**config.mk**
```make
export PLATFORM = sky130hd
export DESIGN_NAME = ewb_top
export DESIGN_NICKNAME = d
export VERILOG_FILES = /design/src/logic/ewb_timebase.v /design/src/logic/ewb_edge_delay.v /design/src/logic/ewb_top.v
export VERILOG_INCLUDE_DIRS = /design/src /design/src/logic
export SDC_FILE = /design/constraint.sdc
export NUM_CORES = 1
export LEC_CHECK = 0
export ABC_AREA = 1
export BUFFER_PORTS_ARGS = -buffer_cell sky130_fd_sc_hd__clkbuf_2
export CAP_MARGIN = 30
export CORE_MARGIN = 5
export CORE_UTILIZATION = 32
export DETAILED_ROUTE_END_ITERATION = 7
export GPL_TIMING_DRIVEN = 0
export PLACE_DENSITY = 0.56
export SYNTH_ARGS = -nofsm -noshare
export SYNTH_HDL_FRONTEND = slang
export SYNTH_HIERARCHICAL = 1
export SYNTH_SLANG_ARGS = --single-unit
```
**constraint.sdc**
```tcl
create_clock -name clock_in -period 4.4 [get_ports clock_in]
set_clock_uncertainty 0.2 [all_clocks]
set_input_delay 1.32 -clock clock_in [delete_from_list [all_inputs] [get_ports clock_in]]
set_output_delay 1.32 -clock clock_in [all_outputs]
set_load 0.03 [all_outputs]
```
**src/logic/ewb_regs.vh**
```
// Purpose: Register map, field positions, reset values and timing counts
// Assumes: 32-bit AXI4-Lite word per register, byte addresses below
// Notes: Narrow registers sit in the low bits; upper bits read as zero
`ifndef EWB_REGS_VH
`define EWB_REGS_VH

// ----------------------------------------
// Register byte offsets
// ----------------------------------------
`define EWB_OFS_PERIOD 5'h00
`define EWB_OFS_DUTY 5'h04
`define EWB_OFS_CCCTL 5'h08
`define EWB_OFS_RSTDLY 5'h0C
`define EWB_OFS_TMRCTL 5'h10
`define EWB_OFS_STEER 5'h14
`define EWB_OFS_STATUS 5'h18

// ----------------------------------------
// Field positions
// ----------------------------------------
`define EWB_CC_DLSB 4
`define EWB_CC_MLSB 6
`define EWB_RD_RSEN 7
`define EWB_TC_RUN 2
`define EWB_ST_SES 0
`define EWB_ST_PIN 1
`define EWB_ST_CNT 2

// ----------------------------------------
// Reset values
// ----------------------------------------
`define EWB_RST_PERIOD 8'hFF
`define EWB_RST_DUTY 8'h00
`define EWB_RST_CCCTL 8'h00
`define EWB_RST_RSTDLY 8'h00
`define EWB_RST_TMRCTL 3'h0
`define EWB_RST_STEER 4'h1

// ----------------------------------------
// Modes and timing
// ----------------------------------------
`define EWB_MODE_SINGLE 2'h0
`define EWB_MODE_FWD 2'h1
`define EWB_MODE_HALF 2'h2
`define EWB_MODE_REV 2'h3
`define EWB_OSC_PERIOD_NS 100
`define EWB_INSTR_NS 400
`define EWB_INSTR_CYC (`EWB_INSTR_NS / `EWB_OSC_PERIOD_NS)
`define EWB_RESP_OKAY 2'h0
`define EWB_RESP_SLVERR 2'h2

`endif

```
**src/logic/ewb_timebase.v**
```verilog
// Purpose: Prescaled timebase with quarter-step fine count
// Assumes: One clock_in period is one oscillator period
// Notes: Fine count is {timebase_counter, two sub-step bits}
`timescale 1ns/1ns
module ewb_timebase (
  input wire clock_in, // Oscillator clock
  input wire reset_in, // Async reset, active high
  input wire run_in, // Timebase runs
  input wire [1:0] prescale_sel_in, // 0: 1, 1: 4, else 16
  input wire [7:0] period_limit_in, // Period limit
  output reg [9:0] fine_q, // Fine count
  output reg period_start_q // Pulse at wrap
);
  reg [3:0] pre_q;
  reg [3:0] pre_top;
  wire tick;

  // Prescale terminal value
  always @* begin
    case (prescale_sel_in)
      2'h0: pre_top = 4'h0;
      2'h1: pre_top = 4'h3;
      default: pre_top = 4'hF;
    endcase
  end
  assign tick = run_in && (pre_q >= pre_top);

  // Each fine step lasts one oscillator period times the prescale
  always @(posedge clock_in or posedge reset_in) begin
    if (reset_in) begin
      pre_q <= 4'h0;
      fine_q <= 10'h000;
      period_start_q <= 1'b0;
    end else begin
      period_start_q <= 1'b0;
      if (!run_in) begin
        pre_q <= 4'h0;
      end else if (tick) begin
        pre_q <= 4'h0;
        // 4*(limit+1) fine steps per period
        if (fine_q >= {period_limit_in, 2'h3}) begin
          fine_q <= 10'h000;
          period_start_q <= 1'b1;
        end else begin
          fine_q <= fine_q + 10'h001;
        end
      end else begin
        pre_q <= pre_q + 4'h1;
      end
    end
  end
endmodule // ewb_timebase

```
**src/logic/ewb_edge_delay.v**
```verilog
// Purpose: Defers the rising edge of a level by a programmed count
// Assumes: Falling edges pass with one register of latency
// Notes: Each count step is one instruction cycle of four clocks
`timescale 1ns/1ns
`include "ewb_regs.vh"
module ewb_edge_delay (
  input wire clock_in, // Oscillator clock
  input wire reset_in, // Async reset, active high
  input wire level_in, // Undelayed level
  input wire [6:0] delay_count_in, // Delay in instruction cycles
  output reg level_q // Delayed level
);
  reg [8:0] wait_q;

  // Rising edge waits count*4 clocks, falling edge is immediate
  always @(posedge clock_in or posedge reset_in) begin
    if (reset_in) begin
      level_q <= 1'b0;
      wait_q <= 9'h000;
    end else if (!level_in) begin
      level_q <= 1'b0;
      wait_q <= {delay_count_in, 2'h0};
    end else if (!level_q) begin
      if (wait_q == 9'h000) begin
        level_q <= 1'b1;
      end else begin
        wait_q <= wait_q - 9'h001;
      end
    end
  end
endmodule // ewb_edge_delay

```
**src/logic/ewb_top.v**
```verilog
// Purpose: Enhanced PWM with single, half-bridge and full-bridge outputs
// Assumes: clock_in is the oscillator; registers reached over AXI4-Lite
// Notes: Shutdown pin is asynchronous and passes a three-stage synchroniser
//
// The address map and the AXI4-Lite interface to the registers were left to the implementer.
`timescale 1ns/1ns
`include "ewb_regs.vh"
module ewb_top (
  input wire clock_in, // Oscillator clock, 10 MHz
  input wire reset_in, // Async reset, active high
  input wire shutdown_in, // Shutdown cause pin, active high
  input wire [4:0] s_axi_awaddr, // Write address
  input wire s_axi_awvalid, // Write address valid
  output reg s_axi_awready, // Write address ready
  input wire [31:0] s_axi_wdata, // Write data
  input wire [3:0] s_axi_wstrb, // Write byte strobes
  input wire s_axi_wvalid, // Write data valid
  output reg s_axi_wready, // Write data ready
  output reg [1:0] s_axi_bresp, // Write response
  output reg s_axi_bvalid, // Write response valid
  input wire s_axi_bready, // Write response ready
  input wire [4:0] s_axi_araddr, // Read address
  input wire s_axi_arvalid, // Read address valid
  output reg s_axi_arready, // Read address ready
  output reg [31:0] s_axi_rdata, // Read data
  output reg [1:0] s_axi_rresp, // Read response
  output reg s_axi_rvalid, // Read data valid
  input wire s_axi_rready, // Read data ready
  output reg bridge_out_a_out, // Bridge output A
  output reg bridge_out_b_out, // Bridge output B
  output reg bridge_out_c_out, // Bridge output C
  output reg bridge_out_d_out // Bridge output D
);

  // ----------------------------------------
  // Register state
  // ----------------------------------------
  reg [7:0] period_limit_q;
  reg [7:0] duty_high_byte_q;
  reg [7:0] capture_compare_control_q;
  reg [7:0] pwm_restart_and_delay_control_q;
  reg [2:0] timer_control_q;
  reg [3:0] steer_q;
  reg shutdown_event_status_q;
  reg shutdown_event_status_d;
  reg [9:0] duty_act_q;
  reg mod_q;
  reg [2:0] sd_sync_q;
  reg sd_level_q;

  // Bus side holding registers
  reg aw_hold_q;
  reg [4:0] aw_addr_q;
  reg w_hold_q;
  reg [31:0] w_data_q;
  reg [3:0] w_strb_q;
  reg [31:0] rd_d;
  reg rd_err_d;
  reg wr_err_d;

  // ----------------------------------------
  // Field views
  // ----------------------------------------
  wire [1:0] bridge_mode_select;
  wire [9:0] duty_value;
  wire auto_restart_enable;
  wire [6:0] active_edge_delay_count;
  wire run;
  wire [9:0] fine;
  wire period_start;
  wire [10:0] period_steps;
  wire over_period;
  wire mod_dly;
  wire cmp_dly;
  wire wr_go;
  wire sw_clear;

  assign bridge_mode_select = capture_compare_control_q[`EWB_CC_MLSB +: 2];
  // Duty is high byte extended by two low bits
  assign duty_value = {duty_high_byte_q, capture_compare_control_q[`EWB_CC_DLSB +: 2]};
  assign auto_restart_enable = pwm_restart_and_delay_control_q[`EWB_RD_RSEN];
  assign active_edge_delay_count = pwm_restart_and_delay_control_q[6:0];
  assign run = timer_control_q[`EWB_TC_RUN];
  assign wr_go = aw_hold_q && w_hold_q && !s_axi_bvalid;

  // ----------------------------------------
  // Timebase and edge delays
  // ----------------------------------------
  ewb_timebase u_tb (
    .clock_in(clock_in),
    .reset_in(reset_in),
    .run_in(run),
    .prescale_sel_in(timer_control_q[1:0]),
    .period_limit_in(period_limit_q),
    .fine_q(fine),
    .period_start_q(period_start)
  );

  // Delay the modulated signal's active edge
  ewb_edge_delay u_dly_mod (
    .clock_in(clock_in),
    .reset_in(reset_in),
    .level_in(mod_q),
    .delay_count_in(active_edge_delay_count),
    .level_q(mod_dly)
  );

  // Complement gets its own dead time so both never overlap
  ewb_edge_delay u_dly_cmp (
    .clock_in(clock_in),
    .reset_in(reset_in),
    .level_in(run && !mod_q),
    .delay_count_in(active_edge_delay_count),
    .level_q(cmp_dly)
  );

  // ----------------------------------------
  // Duty compare
  // ----------------------------------------
  // Period in fine steps; limit 255 gives 1024 steps, eleven bits
  assign period_steps = {1'b0, period_limit_q, 2'h3} + 11'h001;
  assign over_period = {1'b0, duty_act_q} > period_steps;

  // Duty takes effect at period start, avoiding a mid-period glitch
  always @(posedge clock_in or posedge reset_in) begin
    if (reset_in) begin
      duty_act_q <= 10'h000;
      mod_q <= 1'b0;
    end else begin
      if (period_start || !run) begin
        duty_act_q <= duty_value;
      end
      if (!run) begin
        mod_q <= 1'b0;
      end else if (over_period) begin
        mod_q <= mod_q;
      end else begin
        mod_q <= fine < duty_act_q;
      end
    end
  end

  // ----------------------------------------
  // Shutdown input and status
  // ----------------------------------------
  // Third stage filters; a change counts when stages two and three agree
  always @(posedge clock_in or posedge reset_in) begin
    if (reset_in) begin
      sd_sync_q <= 3'h0;
      sd_level_q <= 1'b0;
    end else begin
      sd_sync_q <= {sd_sync_q[1:0], shutdown_in};
      if (sd_sync_q[1] == sd_sync_q[2]) begin
        sd_level_q <= sd_sync_q[2];
      end
    end
  end

  assign sw_clear = wr_go && (aw_addr_q == `EWB_OFS_STATUS) && w_strb_q[0] &&
    w_data_q[`EWB_ST_SES];

  // Set wins over any clear; auto clear only once the cause is gone
  always @* begin
    shutdown_event_status_d = shutdown_event_status_q;
    if (sd_level_q) begin
      shutdown_event_status_d = 1'b1;
    end else if (auto_restart_enable || sw_clear) begin
      shutdown_event_status_d = 1'b0;
    end
  end

  // ----------------------------------------
  // Output steering
  // ----------------------------------------
  // Outputs inactive while stopped or shut down
  always @(posedge clock_in or posedge reset_in) begin
    if (reset_in) begin
      bridge_out_a_out <= 1'b0;
      bridge_out_b_out <= 1'b0;
      bridge_out_c_out <= 1'b0;
      bridge_out_d_out <= 1'b0;
    end else if (shutdown_event_status_q || !run) begin
      bridge_out_a_out <= 1'b0;
      bridge_out_b_out <= 1'b0;
      bridge_out_c_out <= 1'b0;
      bridge_out_d_out <= 1'b0;
    end else begin
      case (bridge_mode_select)
        `EWB_MODE_SINGLE: begin
          bridge_out_a_out <= mod_dly && steer_q[0];
          bridge_out_b_out <= mod_dly && steer_q[1];
          bridge_out_c_out <= mod_dly && steer_q[2];
          bridge_out_d_out <= mod_dly && steer_q[3];
        end
        `EWB_MODE_HALF: begin
          bridge_out_a_out <= mod_dly;
          bridge_out_b_out <= cmp_dly;
          bridge_out_c_out <= 1'b0;
          bridge_out_d_out <= 1'b0;
        end
        `EWB_MODE_FWD: begin
          bridge_out_a_out <= 1'b1;
          bridge_out_b_out <= 1'b0;
          bridge_out_c_out <= 1'b0;
          bridge_out_d_out <= mod_dly;
        end
        default: begin
          bridge_out_a_out <= 1'b0;
          bridge_out_b_out <= mod_dly;
          bridge_out_c_out <= 1'b1;
          bridge_out_d_out <= 1'b0;
        end
      endcase
    end
  end

  // ----------------------------------------
  // AXI4-Lite write path
  // ----------------------------------------
  // Unmapped write addresses answer SLVERR and store nothing
  always @* begin
    case (aw_addr_q)
      `EWB_OFS_PERIOD, `EWB_OFS_DUTY, `EWB_OFS_CCCTL, `EWB_OFS_RSTDLY,
      `EWB_OFS_TMRCTL, `EWB_OFS_STEER, `EWB_OFS_STATUS: wr_err_d = 1'b0;
      default: wr_err_d = 1'b1;
    endcase
  end

  // Address and data are taken in either order; one write at a time
  always @(posedge clock_in or posedge reset_in) begin
    if (reset_in) begin
      s_axi_awready <= 1'b1;
      s_axi_wready <= 1'b1;
      s_axi_bvalid <= 1'b0;
      s_axi_bresp <= `EWB_RESP_OKAY;
      aw_hold_q <= 1'b0;
      aw_addr_q <= 5'h00;
      w_hold_q <= 1'b0;
      w_data_q <= 32'h0000_0000;
      w_strb_q <= 4'h0;
    end else begin
      if (s_axi_awvalid && s_axi_awready) begin
        aw_hold_q <= 1'b1;
        aw_addr_q <= s_axi_awaddr;
        s_axi_awready <= 1'b0;
      end
      if (s_axi_wvalid && s_axi_wready) begin
        w_hold_q <= 1'b1;
        w_data_q <= s_axi_wdata;
        w_strb_q <= s_axi_wstrb;
        s_axi_wready <= 1'b0;
      end
      if (wr_go) begin
        aw_hold_q <= 1'b0;
        w_hold_q <= 1'b0;
        s_axi_bvalid <= 1'b1;
        s_axi_bresp <= wr_err_d ? `EWB_RESP_SLVERR : `EWB_RESP_OKAY;
      end
      if (s_axi_bvalid && s_axi_bready) begin
        s_axi_bvalid <= 1'b0;
        s_axi_awready <= 1'b1;
        s_axi_wready <= 1'b1;
      end
    end
  end

  // Register stores; only byte lane 0 carries data
  always @(posedge clock_in or posedge reset_in) begin
    if (reset_in) begin
      period_limit_q <= `EWB_RST_PERIOD;
      duty_high_byte_q <= `EWB_RST_DUTY;
      capture_compare_control_q <= `EWB_RST_CCCTL;
      pwm_restart_and_delay_control_q <= `EWB_RST_RSTDLY;
      timer_control_q <= `EWB_RST_TMRCTL;
      steer_q <= `EWB_RST_STEER;
      shutdown_event_status_q <= 1'b0;
    end else begin
      shutdown_event_status_q <= shutdown_event_status_d;
      if (wr_go && w_strb_q[0]) begin
        case (aw_addr_q)
          `EWB_OFS_PERIOD: period_limit_q <= w_data_q[7:0];
          `EWB_OFS_DUTY: duty_high_byte_q <= w_data_q[7:0];
          `EWB_OFS_CCCTL: capture_compare_control_q <= w_data_q[7:0];
          `EWB_OFS_RSTDLY: pwm_restart_and_delay_control_q <= w_data_q[7:0];
          `EWB_OFS_TMRCTL: timer_control_q <= w_data_q[2:0];
          `EWB_OFS_STEER: steer_q <= w_data_q[3:0];
          default: period_limit_q <= period_limit_q;
        endcase
      end
    end
  end

  // ----------------------------------------
  // AXI4-Lite read path
  // ----------------------------------------
  // Read mux; status shows live shutdown level and fine count
  always @* begin
    rd_d = 32'h0000_0000;
    rd_err_d = 1'b0;
    case (s_axi_araddr)
      `EWB_OFS_PERIOD: rd_d[7:0] = period_limit_q;
      `EWB_OFS_DUTY: rd_d[7:0] = duty_high_byte_q;
      `EWB_OFS_CCCTL: rd_d[7:0] = capture_compare_control_q;
      `EWB_OFS_RSTDLY: rd_d[7:0] = pwm_restart_and_delay_control_q;
      `EWB_OFS_TMRCTL: rd_d[2:0] = timer_control_q;
      `EWB_OFS_STEER: rd_d[3:0] = steer_q;
      `EWB_OFS_STATUS: begin
        rd_d[`EWB_ST_SES] = shutdown_event_status_q;
        rd_d[`EWB_ST_PIN] = sd_level_q;
        rd_d[`EWB_ST_CNT +: 10] = fine;
      end
      default: rd_err_d = 1'b1;
    endcase
  end

  // One read at a time; data is captured when the address is taken
  always @(posedge clock_in or posedge reset_in) begin
    if (reset_in) begin
      s_axi_arready <= 1'b1;
      s_axi_rvalid <= 1'b0;
      s_axi_rdata <= 32'h0000_0000;
      s_axi_rresp <= `EWB_RESP_OKAY;
    end else begin
      if (s_axi_arvalid && s_axi_arready) begin
        s_axi_arready <= 1'b0;
        s_axi_rvalid <= 1'b1;
        s_axi_rdata <= rd_d;
        s_axi_rresp <= rd_err_d ? `EWB_RESP_SLVERR : `EWB_RESP_OKAY;
      end
      if (s_axi_rvalid && s_axi_rready) begin
        s_axi_rvalid <= 1'b0;
        s_axi_arready <= 1'b1;
      end
    end
  end

endmodule // ewb_top

```
Word level (Yosys, flattened, before mapping)

Index checks and enable logic that the tools add are counted.

Register bits: 131
Output and inout bits: 45
Logic and storage cells: 164

Multiplexer cells: 51
Reductions and logical operators: 48
$lt $le $gt $ge: 4
Eq/ne operators: 21
$add $sub $neg: 5

Operator list:

| operator                                         | number |
|---|---|
| 2-to-1 mux 9 bit                                 | 6 |
| 2-to-1 mux 1 bit                                 | 31 |
| == test 5 bit, second input constant             | 6 |
| one-hot mux 3 bit (7 select lines)               | 1 |
| == test 5 x 4 -> 1 bit, second input constant    | 4 |
| one-hot mux 4 bit (5 select lines)               | 1 |
| logical NOT 9 bit                                | 2 |
| AND reduction 2 bit                              | 9 |
| subtractor 9 x 1 -> 9 bit, second input constant | 2 |
| logical AND 1 bit                                | 17 |
| nonzero test 2 bit                               | 7 |
| OR reduction 7 bit                               | 2 |
| 2-to-1 mux 4 bit                                 | 3 |
| adder 10 x 1 -> 11 bit, second input constant    | 1 |
| greater-than comparator 10 x 11 -> 1 bit         | 1 |
| adder 10 x 1 -> 10 bit, second input constant    | 1 |
| == test 5 x 3 -> 1 bit, second input constant    | 2 |
| greater-or-equal comparator 10 bit               | 1 |
| logical NOT 5 bit                                | 2 |
| less-than comparator 10 bit                      | 1 |
| 2-to-1 mux 10 bit                                | 1 |
| != test 2 bit, second input constant             | 5 |
| one-hot mux 4 bit (2 select lines)               | 1 |
| one-hot mux 1 bit (3 select lines)               | 2 |
| other kinds (12)                                 | 20 |

Logic depth before layout (Yosys ltp)

Gate-level depths: netlist of the first run.

Depth in word-level cells: 8
Mapped depth: 14
Mapped depth without buffers: 14

Modules after synthesis

The synthesis of the first run kept the hierarchy.

By module, submodules not included:

| module         | times used | sequential area each (µm²) | cells each | area each (µm²) |
|---|---|---|---|---|
| ewb_top        | 1          | 2,367.3                    | 583        | 4,752.1 |
| ewb_edge_delay | 2          | 250.2                      | 98         | 658.1 |
| ewb_timebase   | 1          | 375.4                      | 149        | 1,123.6 |

Least setup slack after synthesis of the first run

Ideal clock, no wire load.

Kind: input to register
From: in s_axi_araddr[1]
To: reg s_axi_rdata[1]
Arrival: 2.183 ns
Stages: 10
Library setup time: 0.066 ns
Path slack: 1.951 ns
Path through: nor2_1 buf_2 nand2_1 nor2_1 nand2_1 o21ai_0 nor2_1 nand2_1 nand2_1 nand2_1

Longest elaborated chain between the ends: 2
Elaborated cells on any way between the ends: 8
Classes of those cells: eq/ne (6); mux (1); reduce/logical (1)

Ends and longest elaborated chain:

| item                                        | line          | RTL |
|---|---|---|
| from (decl)                                 | ewb_top.v:22  | `input wire [4:0] s_axi_araddr,` |
| == test 5 bit, or another cell as far along | ewb_top.v:300 | `case (s_axi_araddr)` |
| one-hot mux 3 bit (7 select lines) *        | ewb_top.v:300 |  |
| to (signal assigned)                        | ewb_top.v:327 | `s_axi_rdata <= rd_d;` |
| to (decl)                                   | ewb_top.v:25  | `output reg [31:0] s_axi_rdata,` |

Every way passes the cells marked *; elsewhere a longest branch is shown, timed or not.
A chain may end at the register's enable or synchronous reset.

Worst setup path after layout of the first run

From: in s_axi_araddr[1]
To: reg s_axi_rdata[3]

Longest elaborated chain between the ends: 2
Elaborated cells on any way between the ends: 7
Classes of those cells: eq/ne (5); mux (1); reduce/logical (1)

Ends and longest elaborated chain:

| item                                        | line |
|---|---|
| == test 5 bit, or another cell as far along | ewb_top.v:300 |
| one-hot mux 1 bit (6 select lines) *        | ewb_top.v:300 |

Marked as above.

==> results of run 1 <==
Yosys cell counts (2+ instances only):
cell | n | area share (%)
dfstp_2 | 12 | 4.4
buf_2 | 4 | 0.28
nor2_1 | 66 | 3.4
nor3_1 | 5 | 0.35
o21ai_2 | 10 | 1.2
inv_1 | 107 | 5.6
xnor2_1 | 3 | 0.37
buf_4 | 22 | 2.3
xor2_1 | 11 | 1.3
nor2_2 | 11 | 0.96
o21ai_1 | 31 | 2.2
buf_1 | 3 | 0.16
clkbuf_1 | 5 | 0.26
nand3_1 | 51 | 3.5
ha_1 | 34 | 5.9
dfrtp_1 | 117 | 41
nand2_1 | 309 | 16
clkinv_1 | 3 | 0.16
nand2_2 | 12 | 1.0
nor3_2 | 2 | 0.28
a21oi_2 | 2 | 0.24
a21oi_1 | 18 | 1.3
nand4_1 | 16 | 1.4
buf_6 | 6 | 0.94
o21ai_0 | 45 | 3.1
inv_2 | 4 | 0.21
a31oi_1 | 3 | 0.26
nand3_2 | 2 | 0.28
worst register-to-register path, delay by kind of cell, from the launching register on:
kind / cells / cell delay, ns
xor gates and xnor gates: 1 / 0.17
adders and majority gates: 2 / 0.50
DFF: 1 / 0.58
and+or+nand+nor: 9 / 0.92
AOI/OAI and AO/OA: 1 / 0.15
sequential cells by signal (all words and copies together) (netlist names), 9 cells and up:
signal	flops
s_axi_rdata	12
duty_act_q	10
u_tb/fine_q	10
u_dly_cmp/wait_q	9
u_dly_mod/wait_q	9
worst min path at each step:
stage | from | endpoint | slack (ns)
after floorplan | sd_sync_q[0] | sd_sync_q[1] | 0.13
after detailed placement | sd_sync_q[0] | sd_sync_q[1] | 0.14
after global routing | sd_sync_q[0] | sd_sync_q[1] | 0.18
after CTS | sd_sync_q[0] | sd_sync_q[1] | 0.15
after global placement | sd_sync_q[0] | sd_sync_q[1] | 0.14
final | sd_sync_q[0] | sd_sync_q[1] | 0.15
per-layer routing:
| layer | vias to the layer above | GRT usage [%] |
|---|---|---|
| met2 | 135 | 22.19 |
| met3 | 21 | 3.918 |
| met1 | 2756 | 21.03 |
| met4 | 0 | 4.224 |
| li1 | 3086 | - |
| met5 | - | 0 |
cells by family after synthesis:
logic type               synth area share (%)
AO/OA/AOI/OAI                           8.682
buffers and inverters                   9.969
XOR/XNOR                                1.705
AND/OR/NAND/NOR                         28.44
adder cells (fa/ha/maj)                 6.054
flip-flops                              45.09
other                                 0.05214
layout by cell type (no fill, tap or decap), drive strengths merged, types with 17 or more instances in the layout:
cell type,instances
nand2,321
inv,121
dfrtp,117
o21ai,86
nor2,78
clkbuf,70
nand3,53
buf,36
ha,34
conb,22
a21oi,20
nand4,17
area by class of cell:
type                       count  area, µm²
inverter                     115      436.7
tap                          280      350.3
clock inverter                15      162.7
buffer                        40      282.8
fill                        2273      13480
clock buffer                  17      425.4
sequential                   129       3243
multi-input combinational    665       3311
timing repair buffer          49      267.8
power breakdown:
group | internal [µW] | total, µW | switching [µW]
combinational | 723 | 2070 | 1350
sequential | 1560 | 1910 | 345
clock | 803 | 1410 | 604
total | 3090 | 5390 | 2300
per-stage QoR:
step	hold WS, ns	utilization (%)	setup TNS (ns)	power, µW	setup slack [ns]
after floorplan	0.1312	-	0	3415	0.4512
after global placement	0.1355	35.80	-72.94	3946	-0.8983
after detailed placement	0.1355	35.94	0	4002	1.305
after CTS	0.1516	38.62	0	5434	1.680
after global routing	0.1750	38.62	0	5860	1.482
final	0.1496	38.62	0	5390	1.682
==> reports/results.txt, run 1 <==
Reg clk slew, reported paths = 0.07 ns
final wirelength = 18140 µm
post_cts resized = 0
met2 wire length = 7914 µm
power per cell area = 635.6 nW/µm²
hold_buf cts = 0
max incr delay on CP = 0.32 ns
synthesis-stage register bit count = 129
initial antenna violation count = 0
Hold Vio Cnt, Final = 0
CTS tree = done
Initial Utilization = 32.75%
DR top layer = met4
drt first pass iters = 5
Tmin final = 2.718 ns
WL/cell = 13.85 µm
outcome = complete, no violations
clock buffer depth = 2
worst path required time = 4.55 ns
non-filler cells in the finished layout = 1310
first-pass GRT wire length = 30520 µm
final instance area = 8479 µm²
Worst-Skew Late Latency = 0.43 ns
number of enable flip-flop cells after synthesis = 0
top_reg_cell synth = dfrtp_1
fmax = 0.3679 GHz
Cell Area, Synth = 7192 µm²
Peak VDD IR = 311.5 µV
Post-layout nets = 1105
Worst setup EP type = flip-flop
yosys warns = 6
Pleak = 0.004342 µW
Met1 Wirelength = 9063 µm
CP startpoint kind = input port
IO Pins = 99
synthesis-to-layout area growth = 17.90%
Avg Cell Area, Syn = 7.750 µm²
vias in the first global route = 5932
chip height = 159.9 µm
CTS sink count = 129
RSZ-0062 raised after global routing = no
Slew HR = 48.06%
antenna viol nets, final = 0
Cell Rows = 54
port bufs = 48
DRC = 0
Placer Congestion = 0.8584
setup bufs post-CTS = 0
number of distinct library cells after synthesis = 42
DP Area = 7891 µm²
Core Area = 21960 µm²
Slowest cell on crit path = nor2_1
CP Launch Point = s_axi_araddr[1]
Setup crit end = s_axi_rdata[3]
Max Cap Viol = 0
placed insts = 1278
Worst-Margin Slew = 0.7782 ns
final setup fails = 0
Hold WC Path Type = flip-flop to flip-flop
post-synthesis cell count = 928
ANT cells = 0
Slew Limit Fails = 0
sequential cell area fraction in the yosys report = 45.09%
DR iter-0 viols = 477
met3 wire len = 887 µm
layout cells sized above 1 = 16.99%
total gr overflow = 0
Die W = 159.9 µm
CP delay by family, top = simple AND/OR/NAND/NOR gates
WP data arrival = 2.87 ns
worst flop-to-flop path startpoint = period_limit_q[1]
Via-to-Cell Ratio = 4.579
Setup Crit Path Kind = input port to flip-flop
hpwl dp = 13840 µm
hold depth = 0
Clock Tree Root = clkbuf_16
R2R Setup Slk = 1.76 ns
WP depth = 9
All-Layer GR Usage = 14.77%
asr flop ratio synth = 100.0%
CP max FO = 10
Vias = 5998
CP Buf/Inv Count = 2
Die Footprint = 25570 µm²
Num CTS Buffers = 17
R2R depth = 13
largest net degree at the start of global routing = 55
CP Cell Sequence = clkbuf_2 -> nor2_1 -> buf_2 -> nand4_2 -> o21ai_0 -> nor2_1 -> nand2_1 -> nand2_1 -> nand2_1
capturing point of the worst reg2reg path = mod_q
H-tree levels = 4
final worst-path cycle share = 61.77%
Crit path top cell by count = nand2_1
(Power assumes the default switching activity.)
==> run 2, diff against run 1 <==
--- a/config.mk
+++ b/config.mk
@@ -6,14 +6,14 @@
 export SDC_FILE = /design/constraint.sdc
 export NUM_CORES = 1
 export LEC_CHECK = 0
-export ABC_AREA = 1
+export ABC_AREA = 0
 export BUFFER_PORTS_ARGS = -buffer_cell sky130_fd_sc_hd__clkbuf_2
 export CAP_MARGIN = 30
 export CORE_MARGIN = 5
 export CORE_UTILIZATION = 32
 export DETAILED_ROUTE_END_ITERATION = 7
 export GPL_TIMING_DRIVEN = 0
-export PLACE_DENSITY = 0.56
+export PLACE_DENSITY = 0.57
 export SYNTH_ARGS = -nofsm -noshare
 export SYNTH_HDL_FRONTEND = slang
 export SYNTH_HIERARCHICAL = 1
==> constraint.sdc (replaced) <==
create_clock -name clock_in -period 2.4 [get_ports clock_in]
set_clock_uncertainty 0.2 [all_clocks]
set_input_delay 0.72 -clock clock_in [delete_from_list [all_inputs] [get_ports clock_in]]
set_output_delay 0.72 -clock clock_in [all_outputs]
set_load 0.03 [all_outputs]
==> run 2 against run 1 <==
Net effect: the flow now finishes with violations (setup timing); power rose by 56%; first-iteration DRC count down 39%; clock-buffer cell count increased by 5; combinational power rose by 37%; synthesized cell count shrank 31%; global-route usage is 0.68 points lower; worst hold slack better by 0.0026 ns; final area is the same; die area down 2.8%; clock power grew 70%; critical path type is now flip-flop to flip-flop; critical endpoint is now mod_q; largest cell class unchanged.
==> reports/results.txt, run 2 <==
outcome = complete, but fails checks
failing checks = setup timing
count leader, synth = dfrtp_1
Hold Vio Cnt, Final = 0 (unchanged)
CP Cell Sequence = ha_4 -> and4_4 -> nand2_2 -> xor2_1 -> ha_1 -> nand3_2 -> or4_4 -> o211a_1 -> o41ai_2
fill count = 2165 (-4.8%)
hpwl dp = 12330 µm (-11%)
number of flip-flops in the largest register = 12 (unchanged)
Cell Rows = 54 (unchanged)
placed insts = 989 (-23%)
R2R depth = 9 (-4)
Die W = 157.7 µm (-1.4%)
Avg Cell Area, Syn = 10.92 µm² (+41%)
Synth area leader = dfrtp_1
max incr delay on CP = 0.60 ns (+0.28 ns)
CP max FO = 4 (-6)
Initial Utilization = 32.27% (-0.48 points)
power per cell area = 993.7 nW/µm² (+56%)
Max Cap Viol = 0 (unchanged)
WP data arrival = 2.85 ns (-0.02 ns)
Hold WC Path Type = flip-flop to flip-flop
ANT cells = 0 (unchanged)
number of distinct library cells after synthesis = 76 (+81%)
RSZ-0062 raised after global routing = yes
DRC = 0 (unchanged)
synthesis-to-layout area growth = 21.54%
initial antenna violation count = 0 (unchanged)
drt first pass iters = 4 (-1)
synthesis-stage register bit count = 129 (unchanged)
number of enable flip-flop cells after synthesis = 0 (unchanged)
layout cells sized above 1 = 31.36% (+14 points)
IO Pins = 99 (unchanged)
capturing point of the worst reg2reg path = mod_q
Die Footprint = 24860 µm² (-2.8%)
Peak VDD IR = 590.1 µV (+89%)
yosys warns = 6 (unchanged)
first-pass GRT wire length = 27210 µm (-11%)
most frequent cells in the layout = dfrtp_1 (117), mux2_2 (57), inv_1 (50), clkbuf_2 (47), nand2_1 (46)
chip height = 157.7 µm (-1.4%)
internal power = 5466 µW (+77%)
total gr overflow = 0 (unchanged)
DR iter-0 viols = 291 (-39%)
Worst-Skew Late Latency = 0.42 ns (about the same)
antenna viol nets, final = 0 (unchanged)
Area contributors post-synth = dfrtp_1 (42%), mux2_2 (9.2%), ha_1 (6.1%), dfstp_2 (4.5%), inv_1 (2.7%)
non-filler cells in the finished layout = 1039 (-21%)
clock network fraction of design power = 28.4% (+2.3 points)
port bufs = 47 (-2.1%)
hold slack = 0.1522 ns (+0.002581 ns)
Placer Congestion = 0.7838 (-8.7%)
worst flop-to-flop path startpoint = period_limit_q[1]
Post-layout nets = 834 (-25%)
Switch Pwr = 2960 µW (+29%)
storage element area = 3243 µm² (unchanged)
largest net degree at the start of global routing = 40 (-27%)
combinational power share = 33.6% (-4.9 points)
R2R Setup Slk = -0.33 ns (-2.09 ns)
Reg clk slew, reported paths = 0.06 ns (about the same)
CP startpoint kind = flip-flop
Largest regs = s_axi_rdata: 12 flops, duty_act_q: 10 flops, u_tb/fine_q: 10 flops
Clock Tree Root = clkbuf_16
Slew HR = 42.17% (-5.9 points)
Core Area = 21620 µm² (-1.5%)
Num CTS Buffers = 17 (unchanged)
final setup margin = -0.3303 ns (-2.012 ns)
final wirelength = 16850 µm (-7.1%)
pre-CTS setup slack = -0.4937 ns (-1.799 ns)
Setup Crit Path Kind = flip-flop to flip-flop
CTS sink count = 129 (unchanged)
CP Launch Point = period_limit_q[1]
Cell Area, Synth = 6977 µm² (-3.0%)
H-tree levels = 4 (unchanged)
DP Area = 7702 µm² (-2.4%)
Slowest cell on crit path = dfstp_2
Synth top cells by count = dfrtp_1 (117), mux2_2 (57), inv_1 (51), nand2_1 (47), nor2_1 (36)
Tmin final = 2.730 ns
post-synthesis cell count = 639 (-31%)
final setup fails = 1 (+1)
most common cell after layout, fill and taps aside = dfrtp_1
Yosys top cell area share = 41.97% (+1.3 points)
final worst-path cycle share = 113.8%
clock buffer depth = 2 (unchanged)
hold depth = 0 (unchanged)
area of the multi-input gates = 3446 µm² (+4.1%)
Slew Limit Fails = 0 (unchanged)
All-Layer GR Usage = 14.09% (-0.68 points)
Pleak = 0.003882 µW (-11%)
Worst-Margin Slew = 0.8555 ns (+0.07726 ns)
sw frac = 35.13% (-7.5 points)
asr flop ratio synth = 100.0% (unchanged)
most flop-heavy register = s_axi_rdata
Vias = 5143 (-14%)
sequential cell area fraction in the yosys report = 46.48% (+1.4 points)
Seq pwr share = 38.0% (+2.6 points)
CTS tree = done
worst path required time = 2.52 ns (-2.03 ns)
WL/cell = 16.22 µm (+17%)
fmax = 0.3663 GHz
Worst setup EP type = flip-flop
Via-to-Cell Ratio = 4.950 (+8.1%)
Setup crit end = mod_q
top_reg_cell synth = dfrtp_1
final instance area = 8479 µm² (unchanged)
vias in the first global route = 4978 (-16%)
## run 2: cell count changes after synthesis, sizes merged, moves of 11 or more
cell	previous run	this run
inv	112	51
clkbuf	5	16
nand3	53	9
mux2	0	57
o21ai	86	32
nor2	78	38
nand4	17	4
nand2	321	47
## run 2: layer usage
layer / up-vias / routed length, µm / GRT usage (%)
li1: 2496 / - / -
met1: 2537 / 7618 / 18.67
met2: 92 / 8257 / 22.66
met3: 18 / 737 / 3.417
met4: 0 / 237 / 4.834
met5: - / 0 / 0
## run 2: metrics by stage
| stage | power (µW) | utilization [%] | TNS, ns |
|---|---|---|---|
| floorplan | 5079 | - | -0.2039 |
| global placement | 5744 | 35.44 | -39.74 |
| detailed placement | 5783 | 35.63 | -3.188 |
| CTS | 8347 | 38.73 | -0.3722 |
| global route | 8966 | 39.22 | -0.7103 |
| finish | 8426 | 39.22 | -0.3303 |
## run 2: power groups by stage
stage                     Combinational [µW]  Clock, µW  Sequential (µW)
final                                   2830       2390             3200
after global routing                    3130       2560             3270
after CTS                               2690       2450             3210
after detailed placement                2530          0             3250
after global placement                  2500          0             3250
after floorplan                         1950          0             3130
## run 2: area by class of cell
class,instances,area share [%]
well taps,280,4.132
inverters,51,2.302
plain buffers,44,3.438
clock inverters,10,1.048
flip-flops and latches,129,38.25
repair buffers,67,4.840
clock buffers,22,5.356
multi-input cells,436,40.64
## run 2: worst min path at each step
stage	from	to	slack, ns
6_report	sd_sync_q[0]	sd_sync_q[1]	0.15
5_1_grt	sd_sync_q[0]	sd_sync_q[1]	0.16
4_1_cts	sd_sync_q[0]	sd_sync_q[1]	0.16
3_5_place_dp	sd_sync_q[0]	sd_sync_q[1]	0.14
3_3_place_gp	sd_sync_q[0]	sd_sync_q[1]	0.13
2_1_floorplan	sd_sync_q[0]	sd_sync_q[1]	0.13
## run 2: logic make-up after synthesis
kind of cell / after synthesis / share of synthesized area (%)
compound gates: 131 / 13.58
xor+xnor: 8 / 1.004
flops: 129 / 46.48
other cells: 1 / 0.05375
mux: 72 / 12.25
fa+ha+maj: 35 / 6.241
simple gates: 167 / 13.41
buf+inv: 96 / 6.976
## run 2: worst max-delay path, delay by kind of cell, from the launching register on
family,cells,cell delay (ns)
flops,1,0.60
simple gates,4,0.78
compound gates,2,0.46
xor+xnor,1,0.14
fa+ha+maj,2,0.47
## run 2: timing repair
item,in CTS,in global routing
gates resized for setup,7,11
gates cloned,0,1
setup buffers,12,6
pin swaps,9,7
hold buffers,0,0
endpoints found under the setup margin,18,22
